===== src/seg_desc_pkg.sv =====
// Constants for the segment descriptor decoder: register map, descriptor
// field positions, system type codes and fault vectors.
// Assumes descriptors arrive as two 32-bit words, low word first in memory.
package seg_desc_pkg;

  // ****************************************
  // Register byte offsets
  // ****************************************
  localparam logic [7:0] OFS_DESC_LO = 8'h00;
  localparam logic [7:0] OFS_DESC_HI = 8'h04;
  localparam logic [7:0] OFS_CTRL = 8'h08;
  localparam logic [7:0] OFS_OFFSET = 8'h0c;
  localparam logic [7:0] OFS_TARGET = 8'h10;
  localparam logic [7:0] OFS_ATTR = 8'h14;
  localparam logic [7:0] OFS_STATUS = 8'h18;
  localparam logic [7:0] OFS_BASE = 8'h1c;
  localparam logic [7:0] OFS_LIMIT = 8'h20;
  localparam logic [7:0] OFS_TASK = 8'h24;
  localparam logic [7:0] OFS_ENT_SEL = 8'h28;
  localparam logic [7:0] OFS_ENT_OFF = 8'h2c;

  // ****************************************
  // Control bits
  // ****************************************
  localparam int CTL_LOAD = 0;
  localparam int CTL_GDT = 1;
  localparam int CTL_PRIV = 2;
  localparam int CTL_WRITE = 3;
  localparam int CTL_STACK = 4;
  localparam int CTL_LTR = 5;
  localparam int CTL_W = 6;

  // ****************************************
  // Descriptor high word fields
  // ****************************************
  localparam int HI_ACC = 8;
  localparam int HI_WR = 9;
  localparam int HI_ED = 10;
  localparam int HI_EX = 11;
  localparam int HI_S = 12;
  localparam int HI_P = 15;
  localparam int HI_B = 22;
  localparam int HI_G = 23;
  localparam int PAGE_BITS = 12;

  // ****************************************
  // System type codes
  // ****************************************
  localparam logic [3:0] T_INV0 = 4'h0;
  localparam logic [3:0] T_TSS16A = 4'h1;
  localparam logic [3:0] T_LDT = 4'h2;
  localparam logic [3:0] T_TSS16B = 4'h3;
  localparam logic [3:0] T_CALL16 = 4'h4;
  localparam logic [3:0] T_TASKG = 4'h5;
  localparam logic [3:0] T_INT16 = 4'h6;
  localparam logic [3:0] T_TRAP16 = 4'h7;
  localparam logic [3:0] T_INV8 = 4'h8;
  localparam logic [3:0] T_TSS32A = 4'h9;
  localparam logic [3:0] T_RSVA = 4'ha;
  localparam logic [3:0] T_TSS32B = 4'hb;
  localparam logic [3:0] T_CALL32 = 4'hc;
  localparam logic [3:0] T_RSVD = 4'hd;
  localparam logic [3:0] T_INT32 = 4'he;
  localparam logic [3:0] T_TRAP32 = 4'hf;

  // ****************************************
  // Fault vectors and stack bounds
  // ****************************************
  localparam logic [7:0] VEC_GP = 8'h0d;
  localparam logic [7:0] VEC_NP = 8'h0b;
  localparam logic [31:0] UB_STK16 = 32'h0000ffff;
  localparam logic [31:0] UB_STK32 = 32'h0fffffff;

  // ****************************************
  // Attribute and status bit positions
  // ****************************************
  localparam int AT_CODE = 0;
  localparam int AT_DATA = 1;
  localparam int AT_SYS = 2;
  localparam int AT_LEG = 3;
  localparam int AT_OP32 = 4;
  localparam int AT_CONF = 5;
  localparam int AT_EDOWN = 6;
  localparam int AT_WR = 7;
  localparam int AT_RD = 8;
  localparam int AT_STK32 = 9;
  localparam int AT_GRAN = 10;
  localparam int AT_PRES = 11;
  localparam int AT_BUSY = 12;
  localparam int AT_CLS = 16;
  localparam int ST_FAULT = 0;
  localparam int ST_UNUSE = 1;
  localparam int ST_OFS_OK = 2;
  localparam int ST_CLRIF = 3;
  localparam int ST_CNT32 = 4;
  localparam int ST_VEC = 8;
  localparam int ST_CNT = 16;

  typedef enum logic [3:0] {
    CL_NONE = 4'h0,
    CL_CODE = 4'h1,
    CL_DATA = 4'h2,
    CL_LDT = 4'h3,
    CL_TSS = 4'h4,
    CL_CALL = 4'h5,
    CL_TASKG = 4'h6,
    CL_INT = 4'h7,
    CL_TRAP = 4'h8
  } cls_t;

endpackage


===== src/seg_desc_decode.sv =====
// Segment and system descriptor decoder with an APB register front end.
// Assumes an APB master on the core clock; decoded results feed the core.
//
// What this block does
// - Code default-size flag 1 gives 32-bit operands and addressing, else 16-bit.
// - Conforming code segments may run and be shared across privilege levels.
// - Expand-down stack segments accept only offsets strictly above the limit.
// - Expand-up data segments accept only offsets at or below the limit.
// - Data with writable 0 is read-only; a stack segment needs writable 1.
// - Stack-size flag picks 32-bit or 16-bit stack pointer, with upper bound 32'h0fffffff or 32'h0000ffff.
// - System descriptors carry 32-bit base, 20-bit limit; zero upper half is legacy.
// - Legacy system descriptors use a 24-bit base and 16-bit limit.
// - Type 2 is a local table; privilege ignored; allowed only in global table.
// - Types 1,3 legacy task segments free/busy; 9,B 32-bit free/busy.
// - Types 4,6,7 legacy gates, 5 task gate, C,E,F 32-bit gates.
// - Types 0 and 8 invalid; A and D reserved and undefined.
// - The task register holds the current task state segment selector.
// - Call gate with privilege change copies word-count parameters; others ignore it.
// - Interrupt and trap gates give selector and offset as handler entry.
// - Interrupt gate entry clears interrupt enable; trap gate leaves it.
// - Task gate uses only its selector, which must name a task segment.
// - Wrong destination descriptor type raises exception 13.
// - Gate with present flag 0 is invalid and raises exception 11.
// - System or gate descriptors are recognised only with system flag 0.
// - The accessed flag is set whenever a descriptor is accessed.
// - Executable 1 with system 1 is code; executable 0 with system 1 is data.
// - Granularity 0 gives byte limit, 1 gives 4-Kbyte pages, regardless of paging.
//
// Design decisions made here: the placing of the registers and register access over APB.
`timescale 1ns/100ps
module seg_desc_decode #(
  parameter int ADDR_W = 8
) (
  // Clock and reset
  input wire logic clk_in,
  input wire logic resetn_in,
  // APB slave
  input wire logic [ADDR_W-1:0] paddr_in,
  input wire logic psel_in,
  input wire logic penable_in,
  input wire logic pwrite_in,
  input wire logic [31:0] pwdata_in,
  output logic [31:0] prdata_out,
  output logic pready_out,
  output logic pslverr_out,
  // Decoded results for the core
  output logic op32_out,
  output logic addr32_out,
  output logic stack32_out,
  output logic offset_ok_out,
  output logic fault_out,
  output logic [7:0] fault_vec_out,
  output logic clear_if_out
);

  // ****************************************
  // Helpers
  // ****************************************
  function automatic logic is_tss(input logic [3:0] t);
    is_tss = (t == seg_desc_pkg::T_TSS16A) || (t == seg_desc_pkg::T_TSS16B) ||
             (t == seg_desc_pkg::T_TSS32A) || (t == seg_desc_pkg::T_TSS32B);
  endfunction

  function automatic logic is_bad(input logic [3:0] t);
    is_bad = (t == seg_desc_pkg::T_INV0) || (t == seg_desc_pkg::T_INV8) ||
             (t == seg_desc_pkg::T_RSVA) || (t == seg_desc_pkg::T_RSVD);
  endfunction

  function automatic logic hit(input logic [ADDR_W-1:0] a, input logic [7:0] o);
    hit = (a == ADDR_W'(o));
  endfunction

  // ****************************************
  // Software-visible state
  // ****************************************
  logic [31:0] desc_lo_ff;
  logic [31:0] desc_hi_ff;
  logic [seg_desc_pkg::CTL_W-1:0] ctrl_ff;
  logic [31:0] offset_ff;
  logic [7:0] target_ff;
  logic [15:0] task_sel_ff;
  logic load_ff;
  logic [31:0] prdata_ff;
  logic wr_acc;
  logic setup;
  logic mapped;

  assign setup = psel_in && !penable_in;
  assign wr_acc = psel_in && penable_in && pwrite_in;
  assign mapped = hit(paddr_in, seg_desc_pkg::OFS_DESC_LO) ||
                  hit(paddr_in, seg_desc_pkg::OFS_DESC_HI) ||
                  hit(paddr_in, seg_desc_pkg::OFS_CTRL) ||
                  hit(paddr_in, seg_desc_pkg::OFS_OFFSET) ||
                  hit(paddr_in, seg_desc_pkg::OFS_TARGET) ||
                  hit(paddr_in, seg_desc_pkg::OFS_ATTR) ||
                  hit(paddr_in, seg_desc_pkg::OFS_STATUS) ||
                  hit(paddr_in, seg_desc_pkg::OFS_BASE) ||
                  hit(paddr_in, seg_desc_pkg::OFS_LIMIT) ||
                  hit(paddr_in, seg_desc_pkg::OFS_TASK) ||
                  hit(paddr_in, seg_desc_pkg::OFS_ENT_SEL) ||
                  hit(paddr_in, seg_desc_pkg::OFS_ENT_OFF);

  // Zero wait states: read data is captured during the setup phase
  assign pready_out = 1'b1;
  assign pslverr_out = psel_in && penable_in && !mapped;
  assign prdata_out = prdata_ff;

  always_ff @(posedge clk_in or negedge resetn_in) begin
    if (!resetn_in) begin
      desc_lo_ff <= 32'h0;
    end else if (wr_acc && hit(paddr_in, seg_desc_pkg::OFS_DESC_LO)) begin
      desc_lo_ff <= pwdata_in;
    end
  end

  always_ff @(posedge clk_in or negedge resetn_in) begin
    if (!resetn_in) begin
      desc_hi_ff <= 32'h0;
    end else if (wr_acc && hit(paddr_in, seg_desc_pkg::OFS_DESC_HI)) begin
      desc_hi_ff <= pwdata_in;
    end else if (load_ff) begin
      desc_hi_ff[seg_desc_pkg::HI_ACC] <= 1'b1;
    end
  end

  always_ff @(posedge clk_in or negedge resetn_in) begin
    if (!resetn_in) begin
      ctrl_ff <= '0;
      offset_ff <= 32'h0;
      target_ff <= 8'h0;
    end else if (wr_acc) begin
      if (hit(paddr_in, seg_desc_pkg::OFS_CTRL)) begin
        ctrl_ff <= pwdata_in[seg_desc_pkg::CTL_W-1:0];
      end
      if (hit(paddr_in, seg_desc_pkg::OFS_OFFSET)) begin
        offset_ff <= pwdata_in;
      end
      if (hit(paddr_in, seg_desc_pkg::OFS_TARGET)) begin
        target_ff <= pwdata_in[7:0];
      end
    end
  end

  // A load is one cycle behind the control write so decode sees new flags
  always_ff @(posedge clk_in or negedge resetn_in) begin
    if (!resetn_in) begin
      load_ff <= 1'b0;
    end else begin
      load_ff <= wr_acc && hit(paddr_in, seg_desc_pkg::OFS_CTRL) &&
                 pwdata_in[seg_desc_pkg::CTL_LOAD];
    end
  end

  // ****************************************
  // Combinational decode of the staged descriptor
  // ****************************************
  logic [3:0] typ;
  logic sys_flag;
  logic legacy;
  logic [19:0] raw_lim;
  logic [31:0] nxt_base;
  logic [31:0] nxt_limit;
  logic [31:0] nxt_attr;
  logic [31:0] nxt_ent_off;
  logic nxt_fault;
  logic [7:0] nxt_vec;
  logic nxt_unuse;
  logic nxt_clrif;
  logic [4:0] nxt_cnt;
  logic nxt_cnt32;
  logic tgt_code;
  logic tgt_tss;
  seg_desc_pkg::cls_t nxt_cls;

  assign typ = desc_hi_ff[seg_desc_pkg::HI_EX:seg_desc_pkg::HI_ACC];
  assign sys_flag = desc_hi_ff[seg_desc_pkg::HI_S];
  assign legacy = !sys_flag && (desc_hi_ff[31:16] == 16'h0);
  assign raw_lim = {desc_hi_ff[19:16], desc_lo_ff[15:0]};
  assign tgt_code = target_ff[seg_desc_pkg::HI_S-8] && target_ff[seg_desc_pkg::HI_EX-8];
  assign tgt_tss = !target_ff[seg_desc_pkg::HI_S-8] &&
                   is_tss(target_ff[seg_desc_pkg::HI_EX-8:0]);

  always_comb begin
    nxt_cls = seg_desc_pkg::CL_NONE;
    nxt_fault = 1'b0;
    nxt_vec = 8'h0;
    nxt_unuse = 1'b0;
    nxt_clrif = 1'b0;
    nxt_cnt = 5'h0;
    nxt_cnt32 = 1'b0;
    nxt_ent_off = 32'h0;
    if (legacy) begin
      nxt_base = {8'h0, desc_hi_ff[7:0], desc_lo_ff[31:16]};
      nxt_limit = {16'h0, desc_lo_ff[15:0]};
    end else begin
      nxt_base = {desc_hi_ff[31:24], desc_hi_ff[7:0], desc_lo_ff[31:16]};
      if (desc_hi_ff[seg_desc_pkg::HI_G]) begin
        nxt_limit = {raw_lim, {seg_desc_pkg::PAGE_BITS{1'b1}}};
      end else begin
        nxt_limit = {12'h0, raw_lim};
      end
    end
    if (sys_flag) begin
      nxt_cls = typ[3] ? seg_desc_pkg::CL_CODE : seg_desc_pkg::CL_DATA;
      if (!desc_hi_ff[seg_desc_pkg::HI_P]) begin
        nxt_fault = 1'b1;
        nxt_vec = seg_desc_pkg::VEC_NP;
      end
    end else begin
      case (typ)
        seg_desc_pkg::T_LDT: begin
          nxt_cls = seg_desc_pkg::CL_LDT;
          if (!ctrl_ff[seg_desc_pkg::CTL_GDT]) begin
            nxt_fault = 1'b1;
            nxt_vec = seg_desc_pkg::VEC_GP;
          end
        end
        seg_desc_pkg::T_TSS16A, seg_desc_pkg::T_TSS16B,
        seg_desc_pkg::T_TSS32A, seg_desc_pkg::T_TSS32B: begin
          nxt_cls = seg_desc_pkg::CL_TSS;
        end
        seg_desc_pkg::T_CALL16, seg_desc_pkg::T_CALL32: begin
          nxt_cls = seg_desc_pkg::CL_CALL;
          if (ctrl_ff[seg_desc_pkg::CTL_PRIV]) begin
            nxt_cnt = desc_hi_ff[4:0];
            nxt_cnt32 = typ[3];
          end
        end
        seg_desc_pkg::T_TASKG: begin
          nxt_cls = seg_desc_pkg::CL_TASKG;
        end
        seg_desc_pkg::T_INT16, seg_desc_pkg::T_INT32: begin
          nxt_cls = seg_desc_pkg::CL_INT;
          nxt_clrif = 1'b1;
        end
        seg_desc_pkg::T_TRAP16, seg_desc_pkg::T_TRAP32: begin
          nxt_cls = seg_desc_pkg::CL_TRAP;
        end
        default: begin
          nxt_unuse = is_bad(typ);
          nxt_fault = 1'b1;
          nxt_vec = seg_desc_pkg::VEC_GP;
        end
      endcase
      if (nxt_cls == seg_desc_pkg::CL_CALL || nxt_cls == seg_desc_pkg::CL_INT ||
          nxt_cls == seg_desc_pkg::CL_TRAP) begin
        nxt_ent_off = typ[3] ? {desc_hi_ff[31:16], desc_lo_ff[15:0]}
                             : {16'h0, desc_lo_ff[15:0]};
        if (!tgt_code) begin
          nxt_fault = 1'b1;
          nxt_vec = seg_desc_pkg::VEC_GP;
        end
      end
      if (nxt_cls == seg_desc_pkg::CL_TASKG && !tgt_tss) begin
        nxt_fault = 1'b1;
        nxt_vec = seg_desc_pkg::VEC_GP;
      end
      // Absent gate outranks a bad destination
      if (nxt_cls >= seg_desc_pkg::CL_CALL && !desc_hi_ff[seg_desc_pkg::HI_P]) begin
        nxt_fault = 1'b1;
        nxt_vec = seg_desc_pkg::VEC_NP;
      end
    end
    nxt_attr = 32'h0;
    nxt_attr[seg_desc_pkg::AT_CODE] = sys_flag && typ[3];
    nxt_attr[seg_desc_pkg::AT_DATA] = sys_flag && !typ[3];
    nxt_attr[seg_desc_pkg::AT_SYS] = !sys_flag;
    nxt_attr[seg_desc_pkg::AT_LEG] = legacy;
    nxt_attr[seg_desc_pkg::AT_OP32] = desc_hi_ff[seg_desc_pkg::HI_B];
    nxt_attr[seg_desc_pkg::AT_CONF] = sys_flag && typ[3] && typ[2];
    nxt_attr[seg_desc_pkg::AT_EDOWN] = sys_flag && !typ[3] && typ[2];
    nxt_attr[seg_desc_pkg::AT_WR] = sys_flag && !typ[3] && typ[1];
    nxt_attr[seg_desc_pkg::AT_RD] = sys_flag && (!typ[3] || typ[1]);
    nxt_attr[seg_desc_pkg::AT_STK32] = desc_hi_ff[seg_desc_pkg::HI_B];
    nxt_attr[seg_desc_pkg::AT_GRAN] = desc_hi_ff[seg_desc_pkg::HI_G];
    nxt_attr[seg_desc_pkg::AT_PRES] = desc_hi_ff[seg_desc_pkg::HI_P];
    nxt_attr[seg_desc_pkg::AT_BUSY] = (nxt_cls == seg_desc_pkg::CL_TSS) && typ[1];
    nxt_attr[seg_desc_pkg::AT_CLS +: 4] = nxt_cls;
  end

  // ****************************************
  // Decoded state, held until the next load
  // ****************************************
  logic [31:0] attr_ff;
  logic [31:0] base_ff;
  logic [31:0] limit_ff;
  logic [31:0] ent_off_ff;
  logic [15:0] ent_sel_ff;
  logic fault_ff;
  logic [7:0] vec_ff;
  logic unuse_ff;
  logic clrif_ff;
  logic [4:0] cnt_ff;
  logic cnt32_ff;

  always_ff @(posedge clk_in or negedge resetn_in) begin
    if (!resetn_in) begin
      attr_ff <= 32'h0;
      base_ff <= 32'h0;
      limit_ff <= 32'h0;
      ent_off_ff <= 32'h0;
      ent_sel_ff <= 16'h0;
      fault_ff <= 1'b0;
      vec_ff <= 8'h0;
      unuse_ff <= 1'b0;
      clrif_ff <= 1'b0;
      cnt_ff <= 5'h0;
      cnt32_ff <= 1'b0;
    end else if (load_ff) begin
      attr_ff <= nxt_attr;
      base_ff <= nxt_base;
      limit_ff <= nxt_limit;
      ent_off_ff <= nxt_ent_off;
      ent_sel_ff <= sys_flag ? 16'h0 : desc_lo_ff[31:16];
      fault_ff <= nxt_fault;
      vec_ff <= nxt_vec;
      unuse_ff <= nxt_unuse;
      clrif_ff <= nxt_clrif;
      cnt_ff <= nxt_cnt;
      cnt32_ff <= nxt_cnt32;
    end
  end

  // Task register: software write, or loaded with a selector on a task load
  always_ff @(posedge clk_in or negedge resetn_in) begin
    if (!resetn_in) begin
      task_sel_ff <= 16'h0;
    end else if (wr_acc && hit(paddr_in, seg_desc_pkg::OFS_TASK)) begin
      task_sel_ff <= pwdata_in[15:0];
    end else if (load_ff && ctrl_ff[seg_desc_pkg::CTL_LTR] && !sys_flag &&
                 is_tss(typ) && !nxt_fault) begin
      task_sel_ff <= offset_ff[15:0];
    end
  end

  // ****************************************
  // Offset and access checks on held attributes
  // ****************************************
  logic ofs_ok;
  logic acc_ok;
  logic [31:0] stk_ub;

  assign stk_ub = attr_ff[seg_desc_pkg::AT_STK32] ? seg_desc_pkg::UB_STK32
                                                  : seg_desc_pkg::UB_STK16;
  always_comb begin
    if (attr_ff[seg_desc_pkg::AT_EDOWN]) begin
      ofs_ok = (offset_ff > limit_ff) && (offset_ff <= stk_ub);
    end else begin
      ofs_ok = offset_ff <= limit_ff;
    end
    if (ctrl_ff[seg_desc_pkg::CTL_STACK]) begin
      acc_ok = attr_ff[seg_desc_pkg::AT_WR];
    end else if (ctrl_ff[seg_desc_pkg::CTL_WRITE]) begin
      acc_ok = attr_ff[seg_desc_pkg::AT_WR];
    end else begin
      acc_ok = attr_ff[seg_desc_pkg::AT_RD];
    end
  end

  // ****************************************
  // Outputs to the core
  // ****************************************
  always_ff @(posedge clk_in or negedge resetn_in) begin
    if (!resetn_in) begin
      op32_out <= 1'b0;
      addr32_out <= 1'b0;
      stack32_out <= 1'b0;
      offset_ok_out <= 1'b0;
      fault_out <= 1'b0;
      fault_vec_out <= 8'h0;
      clear_if_out <= 1'b0;
    end else begin
      op32_out <= attr_ff[seg_desc_pkg::AT_CODE] && attr_ff[seg_desc_pkg::AT_OP32];
      addr32_out <= attr_ff[seg_desc_pkg::AT_CODE] && attr_ff[seg_desc_pkg::AT_OP32];
      stack32_out <= attr_ff[seg_desc_pkg::AT_STK32];
      offset_ok_out <= ofs_ok && acc_ok && !fault_ff;
      fault_out <= fault_ff;
      fault_vec_out <= vec_ff;
      clear_if_out <= clrif_ff;
    end
  end

  // ****************************************
  // Read data, captured in the setup phase
  // ****************************************
  logic [31:0] status;

  always_comb begin
    status = 32'h0;
    status[seg_desc_pkg::ST_FAULT] = fault_ff;
    status[seg_desc_pkg::ST_UNUSE] = unuse_ff;
    status[seg_desc_pkg::ST_OFS_OK] = ofs_ok && acc_ok && !fault_ff;
    status[seg_desc_pkg::ST_CLRIF] = clrif_ff;
    status[seg_desc_pkg::ST_CNT32] = cnt32_ff;
    status[seg_desc_pkg::ST_VEC +: 8] = vec_ff;
    status[seg_desc_pkg::ST_CNT +: 5] = cnt_ff;
  end

  always_ff @(posedge clk_in or negedge resetn_in) begin
    if (!resetn_in) begin
      prdata_ff <= 32'h0;
    end else if (setup && !pwrite_in) begin
      case (paddr_in)
        ADDR_W'(seg_desc_pkg::OFS_DESC_LO): prdata_ff <= desc_lo_ff;
        ADDR_W'(seg_desc_pkg::OFS_DESC_HI): prdata_ff <= desc_hi_ff;
        ADDR_W'(seg_desc_pkg::OFS_CTRL): prdata_ff <= 32'(ctrl_ff);
        ADDR_W'(seg_desc_pkg::OFS_OFFSET): prdata_ff <= offset_ff;
        ADDR_W'(seg_desc_pkg::OFS_TARGET): prdata_ff <= {24'h0, target_ff};
        ADDR_W'(seg_desc_pkg::OFS_ATTR): prdata_ff <= attr_ff;
        ADDR_W'(seg_desc_pkg::OFS_STATUS): prdata_ff <= status;
        ADDR_W'(seg_desc_pkg::OFS_BASE): prdata_ff <= base_ff;
        ADDR_W'(seg_desc_pkg::OFS_LIMIT): prdata_ff <= limit_ff;
        ADDR_W'(seg_desc_pkg::OFS_TASK): prdata_ff <= {16'h0, task_sel_ff};
        ADDR_W'(seg_desc_pkg::OFS_ENT_SEL): prdata_ff <= {16'h0, ent_sel_ff};
        ADDR_W'(seg_desc_pkg::OFS_ENT_OFF): prdata_ff <= ent_off_ff;
        default: prdata_ff <= 32'h0;
      endcase
    end
  end

endmodule


===== config.mk =====
export PLATFORM = sky130hd
export DESIGN_NAME = seg_desc_decode
export DESIGN_NICKNAME = d
export VERILOG_FILES = /design/src/seg_desc_pkg.sv /design/src/seg_desc_decode.sv
export SDC_FILE = /design/constraint.sdc
export NUM_CORES = 1
export LEC_CHECK = 0
export BUFFER_PORTS_ARGS = -buffer_cell sky130_fd_sc_hd__buf_2
export CORE_UTILIZATION = 45
export DETAILED_ROUTE_END_ITERATION = 7
export PLACE_DENSITY_LB_ADDON = 0.25
export SLEW_MARGIN = 5
export SYNTH_ARGS = -nofsm -noshare
export SYNTH_HDL_FRONTEND = slang
export SYNTH_SLANG_ARGS = --single-unit

===== constraint.sdc =====
create_clock -name clk_in -period 2.6 [get_ports clk_in]
set_input_delay 0.13 -clock clk_in [delete_from_list [all_inputs] [get_ports clk_in]]
set_output_delay 0.13 -clock clk_in [all_outputs]
set_load 0.01 [all_outputs]

==> results.md <==
- The count of nets left with antenna violations once routing finished came out at 0.
- Max-cap violations in this run came to 0.
- The highest net fanout along the worst path is 5.
- The number of buffers and inverters on the critical path is 0.
- The share of post-route cells with drive strength above 1 is 25.65%.
- The number of CTS-inserted buffers is 35.
- Clock latency on the worst-skew pair, taken at its later pin, is around 510 ps.
- Once the floorplan was initialized, standard cells occupied 46.08% of the core.
- The critical path in this run is classified as register to register.
- The residual overflow from global routing is 0.
- The global routing usage on met2 is 44.52%.
- The post-route minimum period is 2489 ps.
- The number of cells in the design after placement is 1797.
- The clock passes through at most 3 buffers.
- STA classifies the critical path startpoint as a register.
- The finished layout holds 1891 standard cells, fillers aside.
- The slowest stage of the critical path is the or4_4 cell.
- The number of flops mapped to enable cells by yosys is 0.
- The placement-stage cell area is 0.01576 mm².
- The overall die height is 182.2 µm.
- The core region is 0.03172 mm².
- The netlist area before placement is 0.01462 mm².
- The total half-perimeter wirelength after legalization and detailed placement is 31850 µm.
- The areal power density over the cells is 624.8 mW/mm².
- The root buffer cell is clkbuf_16.
- The final layout contains routed wiring with a total length of about 47000 µm.
- The placement-stage worst setup slack is 66.81 ps.
- In this run, synthesis produced a sequential element count of 307.
- For this design, the sink count on the clock tree is 307.
- At the pin with the least slew margin, the transition time is 676.1 ps.
- In the synthesized netlist the dominant register cell turns out to be dfrtp_1.
- The die covers 0.03321 mm².
- The worst-case vdd ir drop is 0.4067 mV.
- Post-CTS timing repair inserted 0 buffers for setup.
- The arrival time reported for the critical path endpoint is a little under 3000 ps.
- The synthesized instance count is 1326.
- TritonCTS built the clock tree.
- For this run, global-route usage on met3 was measured as 5.149%.
- The H-tree depth reported by CTS is 2.
- The number of core rows is 65.
- With fillers left out, the area of the finished cells amounts to 0.01733 mm².
- The final-report max-slew violation count is 0.
- The kind of cell with the highest combined delay along the critical path is simple AND/OR/NAND/NOR gates.
- Relative to the synthesized area, the layout overhead comes to 18.59%.
- The setup-violating endpoint count in the final report is 0.
- The initial antenna violation count is 0.
- The final layout contains 1553 nets.
- The placer's final routability congestion estimate is 0.9231.
- The iteration-0 DRC count of the detailed router is 1162.
- In this run the static leakage power is 8.203 nW.
- The top cell type by total area after synthesis is dfrtp_1.
- The number of antenna diodes in the final layout is 0.
- After synthesis, the mean cell area works out to roughly 11 µm².
- Dividing the final minimum period by the clock period gives 95.74%.
- For this run, the register share of the synthesized area comes to 52.56%.
- The signal on the critical path passes through ha_4 -> nand4_1 -> or4_4 -> a21o_1 -> a31o_1 -> a21oi_2 -> mux2i_2 -> a21o_1.
- The number of synthesis warnings is 0.
- The headroom to the max-slew limit is between 50% and 60%.
- After synthesis, the share of flip-flops with an asynchronous set or reset is 100.0%.
- The required time reported for the critical path endpoint is 3050 ps.
- In this run the count of I/O pins placed on the die edge is 93.
- The first detailed-routing pass ran for 5 iterations.
- The average detailed-routed wire length per instance is 24.95 µm.
- The via count of the first global-routing pass is 11390.
- The maximum single-stage delay on the critical path is 580 ps.
- Port buffering added 87 buffers.
- The residual DRC count is 0.
- The run finished with clean final reports.
- STA classifies the critical path endpoint as a register.
- By area the synthesized netlist is led by dfrtp_1, mux2_2, ha_1.
- The total count of hold-check failures in the final report came to 0.
- The vias after detailed routing is 11610.
- Once layout is complete, the utilization of the core stands at 54.65%.
- Synthesis instantiated 61 different standard cells from the library.
- The path class of the tightest hold or removal check is input port to register.
- In the post-route analysis, the smallest setup slack over all paths is 110.8 ps.
- The floorplan step set the die width to ~180 µm.
- The dominant cell type by count on the critical path is a21o_1.
- The post-route clock skew is 9.018 ps.
- In the routed layout, each cell is associated on average with a via count of 6.137.
- The clock-pin slew on the worst setup and hold paths is approximately 60 ps.
- The share of the synthesized area in the top cell type is between 50% and 60%.
- For met1 alone, demand over resource in global routing was 40.40%.
- The first global-routing pass estimated 71760 µm of wire.
- The global-route layer with the greatest usage is met2.
- Global routing used 28.93% of the available tracks.
- For this run, the top clock speed supported by timing is 401.7 MHz.
- Entering global routing, the biggest net connects 81 pins.
==> state kept, by name, summed over array words and instances, names as in the netlist, 5 cells and up <==
| name | flops |
|---|---|
| attr_ff | 16 |
| base_ff | 32 |
| cnt_ff | 5 |
| ctrl_ff | 6 |
| desc_hi_ff | 32 |
| desc_lo_ff | 32 |
| ent_off_ff | 32 |
| ent_sel_ff | 16 |
| limit_ff | 32 |
| offset_ff | 32 |
| prdata_out | 32 |
| target_ff | 8 |
| task_sel_ff | 16 |
==> stage by stage <==
stage               hold WS (ps)  setup TNS (ps)  power, mW
CTS                        2.878               0      10.87
finish                     2.701               0      10.83
global route               8.900          -27.99      11.17
detailed placement         179.7               0      5.691
floorplan                 -165.6               0      5.318
global placement           182.0               0      5.680
==> synthesized netlist by cell type (all sizes together) (4+ instances only) <==
cell type,count
or4,4
o22ai,9
clkbuf,35
nand4,15
nor4,6
a21o,8
dfrtp,307
mux2,134
a221oi,51
o211ai,4
o21ai,98
a31oi,33
nor3,6
a22oi,25
nand2,88
ha,44
a31o,17
nand3,25
buf,50
a221o,5
nor2,90
nor2b,20
inv,92
a222oi,4
a21oi,52
a22o,44
mux2i,26
==> path summary, 6_finish.rpt <==
check	start	endpoint	slack (ps)	depth (start not counted)
max	offset_ff[14]$_DFFE_PN0P_	prdata_out[2]$_DFFE_PN0P_	110	8
min in group asynchronous	resetn_in	prdata_out[25]$_DFFE_PN0P_	200	2
min reg2reg	clrif_ff$_DFFE_PN0P_	clear_if_out$_DFF_PN0_	440	0
max reg2reg	offset_ff[14]$_DFFE_PN0P_	prdata_out[2]$_DFFE_PN0P_	110	8
max in group asynchronous	resetn_in	limit_ff[9]$_DFFE_PN0P_	1530	3
min	pwdata_in[1]	desc_lo_ff[1]$_DFFE_PN0P_	3	2
==> layout make-up <==
cell class | instances | area [µm²]
Multi-Input combinational cell | 844 | 6213
Clock buffer | 47 | 1033
Sequential cell | 307 | 7686
Inverter | 93 | 349.1
Fill cell | 2777 | 14380
Clock inverter | 15 | 177.7
Timing Repair Buffer | 183 | 1371
Tap cell | 402 | 503.0
==> kinds of logic (layout without fill, tap and decap cells) <==
logic type,count (synthesis),count (layout),share of synthesized area (%)
AOI/OAI and AO/OA,361,361,16.99
DFF,307,307,52.56
and+or+nand+nor,274,274,9.125
buffers and inverters,178,338,5.401
muxes,160,160,12.10
adders and majority gates,44,44,3.766
other,2,5,0.05138
==> worst register-to-register path: cells and delay by family, from the launching register on <==
family	cells	cell delay [ps]
AO/OA/AOI/OAI	4	700
AND/OR/NAND/NOR	2	700
flip-flops	1	460
adder cells (fa/ha/maj)	1	310
multiplexers	1	270
==> metal layers <==
| metal | part of all wire [%] | vias up | wire length, µm |
|---|---|---|---|
| met5 | 0 | - | 0 |
| met1 | 43 | 5814 | 20210 |
| met3 | 8.3 | 126 | 3892 |
| li1 | - | 5104 | - |
| met4 | 4.5 | 0 | 2141 |
| met2 | 44 | 562 | 20930 |
==> cells in the final DEF, fill, tap and decap left out, types with 4 or more instances in the layout <==
cell type and n:
bufinv_16 4, nor2_1 80, o21ai_0 97, clkinv_2 10
ha_1 43, a222oi_1 4, a31o_2 16, o211ai_1 4
o22ai_1 9, clkbuf_8 7, nand2_1 84, a31oi_1 33
a21oi_1 51, inv_1 92, mux2_1 7, buf_2 86
dlygate4sd3_1 32, or4_4 4, a221o_1 5, a21o_1 8
nor3_1 6, nor4_1 6, a22oi_1 25, clkbuf_16 37
buf_4 54, a221oi_1 51, nand3_1 25, mux2i_1 25
a22o_1 44, nor2b_1 20, buf_12 10, nand4_1 15
mux2_2 127, nor2_2 7, dfrtp_1 306, conb_1 5
==> power breakdown <==
group | internal (mW) | switching (mW) | total (mW)
sequential | 4.89 | 0.0977 | 4.99
clock | 3.18 | 1.99 | 5.18
combinational | 0.273 | 0.393 | 0.667
==> repair_timing <==
item,in CTS,in global routing
endpoints found under the setup margin,0,2
endpoints found under the hold margin,173,0
resized for setup,0,6
hold buffers,32,0
Power figures use the tool's default switching activity.
